--- src/logic/mrrd_defines.svh ---
// constants for the mode register read responder
`ifndef MRRD_DEFINES_SVH
`define MRRD_DEFINES_SVH
`define MRRD_CLK_HZ 50000000
`define MRRD_DQ_W 32
`define MRRD_RL 8'h08
`define MRRD_BEATS 3'h4
`define MRRD_TMRR 3'h2
`define MRRD_TSI_MS 32
`define MRRD_TSI_CYC (`MRRD_TSI_MS * (`MRRD_CLK_HZ / 1000))
`define MRRD_MA_TEMP 8'h04
`define MRRD_MA_CAL_A 8'h20
`define MRRD_MA_CAL_B 8'h28
`define MRRD_PAT_A 4'h5
`define MRRD_PAT_B 4'hC
`define MRRD_TEMP_HOT 3'h3
`define MRRD_TEMP_RST 3'h0
`define MRRD_CMD_MRR 4'h8
`define MRRD_CMD_NOP 4'hF
`endif

--- src/logic/mrrd_pkg.sv ---
// types for the mode register read responder
package mrrd_pkg;
   // command as seen on the ca bus at a rising edge
   typedef struct packed {
      logic cs_n;
      logic [3:0] op;
      logic [7:0] ma;
   } mrrd_cmd_s;
   // read burst state
   typedef enum logic [2:0] {
      MRRD_IDLE = 3'b001,
      MRRD_WAIT = 3'b010,
      MRRD_BURST = 3'b100
   } mrrd_state_e;
endpackage : mrrd_pkg

--- src/logic/mrrd_temp_reg.sv ---
// temperature status register with periodic sensor sampling
`timescale 1ns/100ps
`include "mrrd_defines.svh"
module mrrd_temp_reg #(
   parameter int unsigned TSI_CYC = `MRRD_TSI_CYC
) (
   // clock and reset
   input wire logic clk,
   input wire logic nrst,
   // sensor side
   input wire logic [2:0] sensor_code,
   input wire logic wake,
   // status out
   output logic [2:0] temp_q
);
   logic [31:0] cnt_q;
   logic tick;
   assign tick = (cnt_q >= TSI_CYC - 1);
   // sample at least every update interval, and at once on wake
   always_ff @(posedge clk) begin
      if (!nrst) begin
         cnt_q <= 32'h0;
         temp_q <= `MRRD_TEMP_RST;
      end else if (tick || wake) begin
         cnt_q <= 32'h0;
         temp_q <= sensor_code;
      end else begin
         cnt_q <= cnt_q + 32'h1;
      end
   end
endmodule : mrrd_temp_reg

--- src/logic/mrrd_core.sv ---
// mode register read responder: status, calibration patterns, burst out
// Summary of operation
// - every read is four beats, uninterrupted
// - temperature status readable at register four
// - temperature status refreshed within 32 ms
// - status fresh after low power exit
// - code 011b means case may exceed 85C
// - register 32 returns 1,0,1,0
// - register 40 returns 0,0,1,1
// - calibration drives dq0 every beat
// - pattern on dq0, dq8, plus dq16, dq24 when wide32
// - other enabled lanes copy dq0
// - ordinary register in first beat, lanes 7:0
// - command period two cycles
`timescale 1ns/100ps
`include "mrrd_defines.svh"
module mrrd_core #(
   parameter int unsigned TSI_CYC = `MRRD_TSI_CYC
) (
   // clock and reset
   input wire logic clk,
   input wire logic nrst,
   // command bus, decoded per edge
   input wire mrrd_pkg::mrrd_cmd_s cmd,
   // generic register contents for other addresses
   input wire logic [7:0] reg_rdata,
   // temperature sensor, low power exit and width select
   input wire logic [2:0] sensor_code,
   input wire logic lp_exit,
   input wire logic wide32,
   // data out
   output logic [`MRRD_DQ_W-1:0] dq_o,
   output logic [`MRRD_DQ_W-1:0] dq_oe,
   output logic dqs_o,
   output logic hot_flag_q,
   output logic cmd_err_q
);
   ////////////////////////////////////////////////////////////////////
   // decode
   // read sequencer state, one-hot
   mrrd_pkg::mrrd_state_e st_q, st_d;
   // latency countdown from the command edge towards the first beat
   logic [7:0] lat_q, lat_d;
   // beat index within the burst
   logic [2:0] beat_q, beat_d;
   // command period countdown, non-nop is illegal while nonzero
   logic [2:0] tmrr_q, tmrr_d;
   // register address captured with the accepted command
   logic [7:0] ma_q, ma_d;
   // current temperature status from the sampler
   logic [2:0] temp;
   // command decode strobes
   logic is_mrr, is_nop, start;
   // mrr: cs low and ca3..0 = 1000
   assign is_mrr = !cmd.cs_n && cmd.op == `MRRD_CMD_MRR;
   // deselect or explicit nop code both count as nop
   assign is_nop = cmd.cs_n || cmd.op == `MRRD_CMD_NOP;
   // no new read while one is in flight
   assign start = is_mrr && st_q == mrrd_pkg::MRRD_IDLE;
   // status sampler: periodic refresh plus resample on low power exit
   mrrd_temp_reg #(.TSI_CYC(TSI_CYC)) u_temp (
      .clk(clk),
      .nrst(nrst),
      .sensor_code(sensor_code),
      .wake(lp_exit),
      .temp_q(temp)
   );
   ////////////////////////////////////////////////////////////////////
   // beat data
   // pattern bit for a beat; bit n of the pattern goes out in beat n
   function automatic logic pat_bit(input logic [3:0] p,
                                    input logic [2:0] b);
      pat_bit = p[b[1:0]];
   endfunction : pat_bit
   // address match strobes for the two calibration registers
   logic is_cal_a, is_cal_b, is_cal;
   // calibration bit of the current beat, copied to every lane
   logic lane_bit;
   // byte returned on lanes 7:0 for ordinary registers
   logic [7:0] byte_val;
   // full data word of the current beat before lane masking
   logic [`MRRD_DQ_W-1:0] word;
   assign is_cal_a = ma_q == `MRRD_MA_CAL_A;
   assign is_cal_b = ma_q == `MRRD_MA_CAL_B;
   assign is_cal = is_cal_a || is_cal_b;
   // only used while is_cal; pattern b is the fallback select
   assign lane_bit = is_cal_a ? pat_bit(`MRRD_PAT_A, beat_q)
                              : pat_bit(`MRRD_PAT_B, beat_q);
   // status register or the generic contents supplied from outside
   assign byte_val = (ma_q == `MRRD_MA_TEMP) ? {5'h00, temp}
                                             : reg_rdata;
   // calibration replicates on all lanes; else first beat low byte;
   // lanes with undefined content are driven low so they never float
   assign word = is_cal ? {`MRRD_DQ_W{lane_bit}}
               : (beat_q == 3'h0) ? {24'h000000, byte_val}
               : 32'h00000000;
   ////////////////////////////////////////////////////////////////////
   // state
   // idle, then wait out the read latency, then four beats, then idle
   always_comb begin
      st_d = st_q;
      case (st_q)
         // a read is accepted only from idle
         mrrd_pkg::MRRD_IDLE: if (start) st_d = mrrd_pkg::MRRD_WAIT;
         // move on the edge where the latency count steps from one to zero
         mrrd_pkg::MRRD_WAIT: if (lat_q == 8'h01)
            st_d = mrrd_pkg::MRRD_BURST;
         // the burst always runs its full four beats
         mrrd_pkg::MRRD_BURST: if (beat_q == `MRRD_BEATS - 3'h1)
            st_d = mrrd_pkg::MRRD_IDLE;
         // unknown code: recover to idle
         default: st_d = mrrd_pkg::MRRD_IDLE;
      endcase
   end
   ////////////////////////////////////////////////////////////////////
   // counters and captured address
   // latency load on accept, else count down to zero and hold there
   assign lat_d = start ? `MRRD_RL
                : (lat_q != 8'h00) ? lat_q - 8'h01 : lat_q;
   // command period: the accept edge itself is its first cycle
   assign tmrr_d = start ? `MRRD_TMRR - 3'h1
                 : (tmrr_q != 3'h0) ? tmrr_q - 3'h1 : tmrr_q;
   // address is held for the whole read
   assign ma_d = start ? cmd.ma : ma_q;
   // beat index runs only in the burst state
   assign beat_d = (st_q == mrrd_pkg::MRRD_BURST) ? beat_q + 3'h1
                 : 3'h0;
   // sequencer state register
   always_ff @(posedge clk) begin
      if (!nrst) begin
         st_q <= mrrd_pkg::MRRD_IDLE;
      end else begin
         st_q <= st_d;
      end
   end
   // read latency countdown
   always_ff @(posedge clk) begin
      if (!nrst) begin
         lat_q <= 8'h00;
      end else begin
         lat_q <= lat_d;
      end
   end
   // command period countdown
   always_ff @(posedge clk) begin
      if (!nrst) begin
         tmrr_q <= 3'h0;
      end else begin
         tmrr_q <= tmrr_d;
      end
   end
   // captured register address
   always_ff @(posedge clk) begin
      if (!nrst) begin
         ma_q <= 8'h00;
      end else begin
         ma_q <= ma_d;
      end
   end
   // beat index
   always_ff @(posedge clk) begin
      if (!nrst) begin
         beat_q <= 3'h0;
      end else begin
         beat_q <= beat_d;
      end
   end
   ////////////////////////////////////////////////////////////////////
   // outputs, all registered
   // high while a beat is being launched
   logic burst_d;
   // lanes that the selected width drives
   logic [`MRRD_DQ_W-1:0] lane_mask;
   // next values of the data pins and their enables
   logic [`MRRD_DQ_W-1:0] dq_d, dq_oe_d;
   // next strobe, status flag and error flag
   logic dqs_d, hot_d, err_d;
   assign burst_d = st_q == mrrd_pkg::MRRD_BURST;
   // x16 uses the low two bytes only
   assign lane_mask = wide32 ? 32'hFFFFFFFF : 32'h0000FFFF;
   // pins rest low with enables off outside the burst
   assign dq_d = burst_d ? (word & lane_mask) : 32'h00000000;
   assign dq_oe_d = burst_d ? lane_mask : 32'h00000000;
   // strobe high on even beats, so it toggles over the whole burst
   assign dqs_d = burst_d ? !beat_q[0] : 1'b0;
   // status code that warns the case may already be too hot
   assign hot_d = temp == `MRRD_TEMP_HOT;
   // sticky flag: non-nop during command period or busy read;
   // only reset clears it, so a host fault is never lost
   assign err_d = cmd_err_q || (tmrr_q != 3'h0 && !is_nop)
                  || (is_mrr && !start);
   // data pins and their enables
   always_ff @(posedge clk) begin
      if (!nrst) begin
         dq_o <= 32'h00000000;
         dq_oe <= 32'h00000000;
      end else begin
         dq_o <= dq_d;
         dq_oe <= dq_oe_d;
      end
   end
   // data strobe
   always_ff @(posedge clk) begin
      if (!nrst) begin
         dqs_o <= 1'b0;
      end else begin
         dqs_o <= dqs_d;
      end
   end
   // temperature warning flag
   always_ff @(posedge clk) begin
      if (!nrst) begin
         hot_flag_q <= 1'b0;
      end else begin
         hot_flag_q <= hot_d;
      end
   end
   // command error flag
   always_ff @(posedge clk) begin
      if (!nrst) begin
         cmd_err_q <= 1'b0;
      end else begin
         cmd_err_q <= err_d;
      end
   end
endmodule : mrrd_core

--- config.mk ---
export PLATFORM = sky130hd
export DESIGN_NAME = mrrd_core
export DESIGN_NICKNAME = d
export VERILOG_FILES = /design/src/logic/mrrd_pkg.sv /design/src/logic/mrrd_temp_reg.sv /design/src/logic/mrrd_core.sv
export VERILOG_INCLUDE_DIRS = /design/src /design/src/logic
export SDC_FILE = /design/constraint.sdc
export NUM_CORES = 1
export LEC_CHECK = 0
export BUFFER_PORTS_ARGS = -buffer_cell sky130_fd_sc_hd__buf_2
export CAP_MARGIN = 30
export CORE_ASPECT_RATIO = 1.25
export CORE_MARGIN = 2
export CORE_UTILIZATION = 45
export DETAILED_ROUTE_END_ITERATION = 10
export GPL_ROUTABILITY_DRIVEN = 0
export PLACE_DENSITY = 0.75
export SLEW_MARGIN = 30
export SYNTH_ARGS = -nofsm -noshare
export SYNTH_HDL_FRONTEND = slang
export SYNTH_SLANG_ARGS = --single-unit
--- constraint.sdc ---
create_clock -name clk -period 1.7 [get_ports clk]
set_input_delay 0 -clock clk [delete_from_list [all_inputs] [get_ports clk]]
set_output_delay 0 -clock clk [all_outputs]
set_load 0.005 [all_outputs]
==> impl_results.md, run 1 <==
* Mapped Avg Cell Area at 9.389 um2
* IO Count at 95
* H-tree depth at 3
* Clk root buf: clkbuf_8
* Die W at 80.98 um
* Crit path kind: flop to flop
* RSZ-0062 raised after global routing: false
* Drt via density at 4.770
* Tot GR Track Use at 0.1583
* Layout area overhead at 22.45%
* Setup Buffers After CTS at 0
* DRT Pass-1 Iters at 4
* Worst setup SP type: flop
* Critical Path RT at 1.98 ns
* Inserted Diodes at 0
* Fraction of layout cells with a size suffix above 1 at 0.2998
* Final-report max-slew violation count at 0
* Worst VDD drop at 475.0 uV
* Tcrit/Tclk final at 0.9451
* Predominant post-synthesis flop cell: dfxtp_1
* Total CTS buffers at 9
* Initial antenna violation count at 0
* Synth top area cells: dfxtp_1 44%, buf_4 12%, mux2i_1 5.1%
* Max Buffers Root-to-Sink at 2
* Crit. End Element: flop
* Post-route DRC at 0
* Die Area at 8116 um2
* Count of cell types in the netlist at 47
* Number of global-route vias before repair at 2416
* Worst Setup EP: u_temp.cnt_q[19]
* Slowest CP cell: dfxtp_1
* Outcome: finished, final reports clean
* CTS tree: done
* Placement Cell Area at 3620 um2
* Cell depth of the worst flop-to-flop path at 5
* Post-detail-place hpwl at 4437 um
* Setup-failing EPs final at 0
* Reg2reg end: u_temp.cnt_q[19]
* Fmax at 622.4 MHz
* Post-route ant nets at 0
* Hold crit path type: primary input to flop
* Cell taking the most area after synthesis: dfxtp_1
* Final nets at 478
* Skew final at 0.008771 ns
* Post-synthesis sequential area ratio at 0.4444
* Core area at 7269 um2
* Crit Path Max Fanout at 6
* Period minus WS final at 1.607 ns
* CP peak stage delay at 0.43 ns
* Final wirelength at 6201 um
* CP arrival at 1.89 ns
* Vias at 2571
* Yosys reg bits at 74
* GRT overflow at 0
* Chip height at 100.2 um
* Cell breakdown of the critical path: and3_4, nand4_4, or3_1, or2_1, a21oi_2
* Max-cap violations at 0
* FF-to-FF setup slack at 0.09 ns
* Design Area, Final at 4081 um2
* Async set or reset register ratio after synthesis at 0
* Yosys warns at 0
* CTS clk-pin slew, worst paths at 0.07 ns
* First-pass GRT wire length at 10010 um
* Starting DRT DRC Count at 62
* Post-DR wirelength/cell at 11.50 um
* IO buf count at 94
* Final setup TNS at 0 ns
* FP Rows at 35
* Worst skew pair latency at 0.35 ns
* Cell Area, Synth at 3333 um2
* Final hold violations at 0
* CTS sink cnt at 74
* Synth top area share at 0.4444
* CP startpoint: u_temp.cnt_q[11]
* Post-synth EDFFs at 0
* Synth Instances at 355
* Reg-to-Reg Start: u_temp.cnt_q[11]
* Starting Density at 0.4585
* Hold_sp: cmd[12]
* Pwr/cell area at 1026 nW/um2
* Pin count of the biggest net entering global routing at 21
* Pleak at 1.861 nW
[layout make-up]
cell class                      count  area, um2
Timing Repair Buffer              126      778.2
Fill cell                         655       3188
Multi-Input combinational cell    219       1446
Clock inverter                      5      78.83
Inverter                           12      45.04
Tap cell                           92      115.1
Clock buffer                       11      131.4
Sequential cell                    74       1486
[sequential cells by signal, summed over array words and instances (netlist names)]
name / flops
u_temp.cnt_q: 32
dq_o: 10
lat_q: 8
ma_q: 8
beat_q: 3
st_q: 3
tmrr_q: 3
u_temp.temp_q: 3
dq_oe: 2
cmd_err_q: 1
hot_flag_q: 1
[what timing repair did]
action / in CTS / in global routing
hold buffers: 22 / 0
hold endpoints to repair: 26 / 0
pin swaps: 0 / 2
endpoints found under the setup margin: 3 / 30
gates resized for setup: 1 / 9
[stage by stage]
stage	util	cells	hold slack (ns)	setup WS, ns	total power, mW
after detailed placement	0.4979	501	0.1998	0.03786	2.741
final	0.5614	539	0.04665	0.09336	4.186
after global routing	0.5614	539	0.03073	0.002855	4.406
after CTS	0.5573	539	0.03465	0.001607	4.222
after global placement	0.4979	501	0.1976	0.08191	2.707
after floorplan	-	365	0.1104	0.1706	2.547
[routing by layer]
layer,track usage,wire length (um),up-vias
met4,0.08214,163,0
met2,0.2962,3276,83
met5,0,0,-
met3,0.03417,346,15
li1,-,-,1305
met1,0.1600,2414,1168
[how the worst min path moves through the flow]
stage | to | slack (ns) | depth (start not counted)
2_1_floorplan | dq_o[3] | 0.11 | 1
3_3_place_gp | dq_o[6] | 0.20 | 2
3_5_place_dp | dq_o[3] | 0.20 | 2
4_1_cts | cmd_err_q | 0.03 | 3
5_1_grt | cmd_err_q | 0.03 | 3
6_report | cmd_err_q | 0.05 | 3
[critical path, delay by kind of cell (launching register included)]
kind,cells,cell delay (ns)
AND/OR/NAND/NOR,4,0.99
flip-flops,1,0.43
AO/OA/AOI/OAI,1,0.12
[synthesized netlist by cell type, types with 2 or more instances]
master,number
nor2b_1,14
xor2_1,12
nand3b_1,2
nand2_1,15
buf_2,3
ha_1,8
clkbuf_1,5
nor3b_1,4
mux2i_1,17
xnor2_1,9
o21ai_0,4
inv_1,12
nand4_1,6
o21a_1,4
dfxtp_1,74
nor4_1,6
nor3_1,5
buf_4,52
and2_1,2
and4_1,3
nand3_1,10
a21o_1,6
a21oi_1,8
o22ai_1,3
nand2b_1,5
nor2_1,42
nor4b_1,2
or3_1,3
[logic make-up (layout without fill, tap and decap cells)]
group,Yosys count,in the layout,synth area share
adder cells (fa/ha/maj),8,8,0.03003
buffers and inverters,72,154,0.1408
other,1,11,0.001125
AND/OR/NAND/NOR,129,129,0.2121
AO/OA/AOI/OAI,33,33,0.06532
multiplexers,17,17,0.05105
XOR/XNOR,21,21,0.05518
flip-flops,74,74,0.4444
[cell usage in the layout, fill, tap and decap left out, types with 2 or more instances in the layout]
| cell | n |
|---|---|
| mux2i_1 | 17 |
| and4_1 | 3 |
| nand2_1 | 15 |
| clkbuf_8 | 9 |
| o21a_1 | 4 |
| nand4_1 | 6 |
| bufinv_16 | 2 |
| nor3_1 | 5 |
| dlygate4sd3_1 | 22 |
| and2_1 | 2 |
| nand3b_1 | 2 |
| a21oi_1 | 8 |
| dfxtp_1 | 70 |
| o22ai_1 | 3 |
| ha_1 | 7 |
| or3_1 | 3 |
| a21o_1 | 6 |
| nor2_1 | 41 |
| nand3_1 | 10 |
| dfxtp_2 | 4 |
| nor2b_1 | 14 |
| clkinv_2 | 2 |
| o21ai_0 | 4 |
| buf_4 | 9 |
| inv_1 | 12 |
| and3_4 | 2 |
| clkbuf_1 | 2 |
| nand2b_1 | 5 |
| nor4b_1 | 2 |
| buf_2 | 94 |
| nor4_1 | 6 |
| xnor2_1 | 9 |
| conb_1 | 11 |
| nor3b_1 | 4 |
| xor2_1 | 12 |
[power by group]
group	switching (mW)	internal, mW
logic	0.383	0.394
clock network	0.618	0.825
registers	0.0992	1.87
Power figures use the tool's default switching activity.
==> run 2, diff against run 1 <==
--- a/config.mk
+++ b/config.mk
@@ -6,6 +6,7 @@
 export SDC_FILE = /design/constraint.sdc
 export NUM_CORES = 1
 export LEC_CHECK = 0
+export ABC_AREA = 1
 export BUFFER_PORTS_ARGS = -buffer_cell sky130_fd_sc_hd__buf_2
 export CAP_MARGIN = 30
 export CORE_ASPECT_RATIO = 1.25
@@ -13,7 +14,7 @@
 export CORE_UTILIZATION = 45
 export DETAILED_ROUTE_END_ITERATION = 10
 export GPL_ROUTABILITY_DRIVEN = 0
-export PLACE_DENSITY = 0.75
+export PLACE_DENSITY = 0.74
 export SLEW_MARGIN = 30
 export SYNTH_ARGS = -nofsm -noshare
 export SYNTH_HDL_FRONTEND = slang
==> impl_results.md, run 2 <==
* H-tree depth at 3
* Starting Density at 0.4686
* Most frequent cells in the layout: 94 x buf_2, 80 x nor2_1, 77 x nand2_1
* Final setup TNS at 0 ns
* Internal power at 3.029 mW
* Worst setup SP type: flop
* Sw Share at 0.2803
* Pin count of the biggest net entering global routing at 22
* Cell taking the most area after synthesis: dfxtp_1
* Final hold violations at 0
* Yosys reg bits at 74
* First-pass GRT wire length at 10780 um
* IO Count at 95
* Number of global-route vias before repair at 2658
* Synth Instances at 451
* Chip height at 102.4 um
* Clock share of power at 0.352
* Predominant post-synthesis flop cell: dfxtp_1
* CTS tree: done
* Clk root buf: clkbuf_8
* Worst VDD drop at 717.9 uV
* Final nets at 573
* Number of flip-flops in the largest register at 32
* Drt via density at 4.587
* Initial antenna violation count at 0
* Count leader, synth: nor2_1
* Starting DRT DRC Count at 126
* Post-route ant nets at 0
* Critical Path RT at 1.93 ns
* Utilization after layout at 0.5627
* CTS sink cnt at 74
* Post-synth top cells: 80 x nor2_1, 77 x nand2_1, 74 x dfxtp_1, 52 x buf_4, 52 x inv_1
* Post-synthesis sequential area ratio at 0.4247
* Setup-failing EPs final at 0
* CP arrival at 1.78 ns
* Crit path kind: flop to flop
* RSZ-0062 raised after global routing: false
* Vias at 2908
* Post-route DRC at 0
* Crit. End Element: flop
* Async set or reset register ratio after synthesis at 0
* Skew final at 0.01440 ns
* Post-synth EDFFs at 0
* Final-report max-slew violation count at 0
* FP Rows at 35
* Tcrit/Tclk final at 0.9098
* Synth top area share at 0.4247
* Die Area at 8477 um2
* Sequential power share at 0.462
* Non-Filler Instances at 634
* Count of cell types in the netlist at 32
* Largest regs: u_temp.cnt_q (32), dq_o (10)
* Fraction of layout cells with a size suffix above 1 at 0.2399
* Largest reg by FF count: u_temp.cnt_q
* IO buf count at 94
* DRT Pass-1 Iters at 4
* Worst skew pair latency at 0.35 ns
* Most numerous cell on the critical path: nand2_1
* Synth top area cells: dfxtp_1 42%, buf_4 11%, nor2_1 8.6%
* GRT overflow at 0
* Max-cap violations at 0
* Post-DR wirelength/cell at 11.07 um
* Post-detail-place hpwl at 4832 um
* CTS clk-pin slew, worst paths at 0.09 ns
* CP peak stage delay at 0.36 ns
* Max Buffers Root-to-Sink at 2
* Core area at 7445 um2
* Commonest non-fill, non-tap cell in the layout: buf_2
* Pwr/cell area at 1005 nW/um2
* Final wirelength at 7019 um
* Total CTS buffers at 9
* Cell Area, Synth at 3488 um2
* Pleak at 2.058 nW
* Outcome: finished, final reports clean
* Yosys warns at 0
* Cell breakdown of the critical path: ha_1, nand2_1, inv_1, nand2_2, nor2_4, nand2_1, nand2_1, nand2_4, a21oi_1, nor2_1
* Layout area overhead at 20.09%
* Die W at 82.75 um
* Inst Count DP at 592
* Tot GR Track Use at 0.1646
* Setup Buffers After CTS at 0
* Total net switching power at 1.180 mW
* Combinational power share at 0.185
* Slowest CP cell: dfxtp_1
* Hold crit path type: primary input to flop
* Period minus WS final at 1.547 ns
* Crit Path Max Fanout at 10
* Mapped Avg Cell Area at 7.735 um2
* Inserted Diodes at 0
* Fmax at 646.6 MHz
==> run 2: worst max-delay path: cells and delay by family (launching register included) <==
family	cells	cell delay (ns)
flops	1	0.36
compound gates	1	0.17
buf+inv	1	0.08
fa+ha+maj	1	0.17
simple gates	7	0.65
==> run 2: routing by layer <==
layer,global-route usage,part of all wire,vias up
li1,-,-,1517
met1,0.1725,0.42,1291
met2,0.3009,0.51,82
met3,0.03357,0.046,18
met4,0.08953,0.026,0
met5,0,0,-
==> run 2: power groups by stage <==
stage / combinational (mW) / sequential [mW] / clock, mW
after floorplan: 0.583 / 1.97 / 0
after CTS: 0.777 / 1.95 / 1.51
after detailed placement: 0.734 / 1.99 / 0
after global placement: 0.704 / 1.98 / 0
final: 0.780 / 1.95 / 1.48
after global routing: 0.904 / 1.96 / 1.58
==> run 2: layout make-up <==
type,instances,area (um2)
well taps,92,115.1
clock inverters,7,93.84
inverters,52,195.2
fillers,686,3256
clock buffers,9,123.9
repair buffers,118,708.2
flip-flops and latches,74,1481
multi-input cells,282,1471
==> run 2: worst paths after layout <==
kind                                       start               end  slack, ns  cells after the start
worst max-delay path             u_temp.cnt_q[0]  u_temp.temp_q[0]       0.15                     10
worst min-delay path                      cmd[8]         cmd_err_q       0.04                      4
worst max register to register   u_temp.cnt_q[0]  u_temp.temp_q[0]       0.15                     10
worst min register to register  u_temp.temp_q[2]        hot_flag_q       0.43                      1
==> run 2: what timing repair did <==
item,CTS,global route
hold buffers,23,0
endpoints found under the setup margin,0,21
resized for setup,0,3
endpoints found under the hold margin,24,0
==> run 2: metrics by stage <==
stage          power, mW  setup slack (ns)  hold WS, ns  area, um2
2_1_floorplan      2.557            0.3049       0.1031       3526
3_3_place_gp       2.685            0.1927       0.1925       3691
3_5_place_dp       2.719            0.1233       0.1963       3691
4_1_cts            4.237            0.1047      0.02183       4139
5_1_grt            4.440           0.01011      0.05546       4189
6_report           4.208            0.1533      0.03766       4189
==> run 2: cell families after synthesis <==
group,after synthesis,synth area share
AND/OR/NAND/NOR,209,0.2701
XOR/XNOR,19,0.04770
flip-flops,74,0.4247
adder cells (fa/ha/maj),8,0.02870
AO/OA/AOI/OAI,32,0.04914
other,1,0.001075
buffers and inverters,108,0.1786
==> run 3, diff against run 2 <==
--- a/config.mk
+++ b/config.mk
@@ -7,14 +7,14 @@
 export NUM_CORES = 1
 export LEC_CHECK = 0
 export ABC_AREA = 1
-export BUFFER_PORTS_ARGS = -buffer_cell sky130_fd_sc_hd__buf_2
 export CAP_MARGIN = 30
 export CORE_ASPECT_RATIO = 1.25
 export CORE_MARGIN = 2
 export CORE_UTILIZATION = 45
 export DETAILED_ROUTE_END_ITERATION = 10
+export DONT_BUFFER_PORTS = 1
 export GPL_ROUTABILITY_DRIVEN = 0
-export PLACE_DENSITY = 0.74
+export PLACE_DENSITY = 0.64
 export SLEW_MARGIN = 30
 export SYNTH_ARGS = -nofsm -noshare
 export SYNTH_HDL_FRONTEND = slang
==> impl_results.md, run 3 (same netlist as run 2, synthesis figures left out) <==
* Outcome: finished, final reports clean
* Critical Path RT at 1.96 ns
* Die Area at 8477 um2
* Utilization after layout at 0.5123
* Hold crit path type: primary input to flop
* Tot GR Track Use at 0.1630
* CTS tree: done
* IO Count at 95
* Most frequent cells in the layout: 77 x nor2_1, 77 x nand2_1, 74 x dfxtp_1
* Pleak at 1.632 nW
* Fmax at 629.8 MHz
* Skew final at 0.01080 ns
* Number of global-route vias before repair at 2536
* Starting DRT DRC Count at 76
* First-pass GRT wire length at 10620 um
* Setup-failing EPs final at 0
* Drt via density at 4.696
* Clk root buf: clkbuf_8
* Post-route DRC at 0
* Fraction of layout cells with a size suffix above 1 at 0.09251
* Initial antenna violation count at 0
* Period minus WS final at 1.588 ns
* Tot Pwr at 4.340 mW
* Final hold violations at 0
* Post-route ant nets at 0
* Tcrit/Tclk final at 0.9340
* Inserted Diodes at 0
* Setup Buffers After CTS at 0
* Worst VDD drop at 710.4 uV
* Pwr/cell area at 1138 nW/um2
* Post-DR wirelength/cell at 11.65 um
* Inst Count DP at 501
* Crit Path Max Fanout at 2
* Post-detail-place hpwl at 4390 um
* GRT overflow at 0
* FP Rows at 35
* Starting Density at 0.4686
* CP arrival at 1.85 ns
* Crit. End Element: flop
* Largest regs: u_temp.cnt_q (32), dq_o (10)
* Vias at 2564
* CTS clk-pin slew, worst paths at 0.08 ns
* Final wirelength at 6360 um
* Layout area overhead at 9.326%
* Number of flip-flops in the largest register at 32
* Pre-CTS setup slack at 0.09827 ns
* Design Area, Final at 3814 um2
* Die W at 82.75 um
* IO buf count at 0
* Crit path kind: primary input to flop
* Slew headroom at 0.4592
* Final setup TNS at 0 ns
* Pin count of the biggest net entering global routing at 22
* Chip height at 102.4 um
* Largest reg by FF count: u_temp.cnt_q
* Tightest Pin Transition at 0.8113 ns
* Final-report max-slew violation count at 0
* Max Buffers Root-to-Sink at 2
* Worst skew pair latency at 0.35 ns
* RSZ-0062 raised after global routing: true
* Max-cap violations at 0
* Fin Hold WS at 0.06414 ns
* Total CTS buffers at 9
* H-tree depth at 3
* Core area at 7445 um2
* Final setup margin at 0.1122 ns
* CTS sink cnt at 74
* DRT Pass-1 Iters at 4
* Non-Filler Instances at 546
* Worst setup SP type: primary input
* Placement Cell Area at 3243 um2
* Final nets at 486
## run 3: cell type report
class | count | area (um2)
fillers | 718 | 3631
flip-flops and latches | 74 | 1481
clock inverters | 5 | 102.6
multi-input cells | 281 | 1469
inverters | 52 | 195.2
repair buffers | 32 | 312.8
well taps | 92 | 115.1
clock buffers | 10 | 137.6
## run 3: worst paths after layout
path	start	endpoint	slack, ns	cells past startpoint
worst max-delay path	cmd[10]	st_q[2]	0.11	10
worst min-delay path	lp_exit	u_temp.cnt_q[17]	0.06	5
worst min register to register	u_temp.cnt_q[0]	u_temp.cnt_q[0]	0.45	1
worst max register to register	st_q[2]	cmd_err_q	0.11	5
## run 3: routing by layer
layer | part of all wire | GRT usage | vias up
met5 | 0 | 0 | -
met4 | 0.028 | 0.08827 | 0
met3 | 0.047 | 0.03710 | 17
met2 | 0.50 | 0.2810 | 51
met1 | 0.42 | 0.1838 | 1158
li1 | - | - | 1338
## run 3: power breakdown
group / internal [mW] / total [mW] / leakage, nW / switching, mW
clock: 1.00 / 1.64 / 0.118 / 0.632
combinational: 0.328 / 0.752 / 0.910 / 0.424
sequential: 1.87 / 1.95 / 0.604 / 0.0839
## run 3: critical path, stage by stage
cell	delay (ns)
dlygate4sd3_1	0.57
nor2_2	0.16
nand3_2	0.11
dlygate4sd3_1	0.57
nand2_1	0.07
nand2_1	0.07
nor2_1	0.13
nand2_1	0.07
nand2_1	0.05
inv_1	0.04
## run 3: repair_timing
action / in CTS / in global routing
hold endpoints to repair: 51 / 0
endpoints found under the setup margin: 0 / 29
hold buffers: 28 / 0
resized for setup: 0 / 8
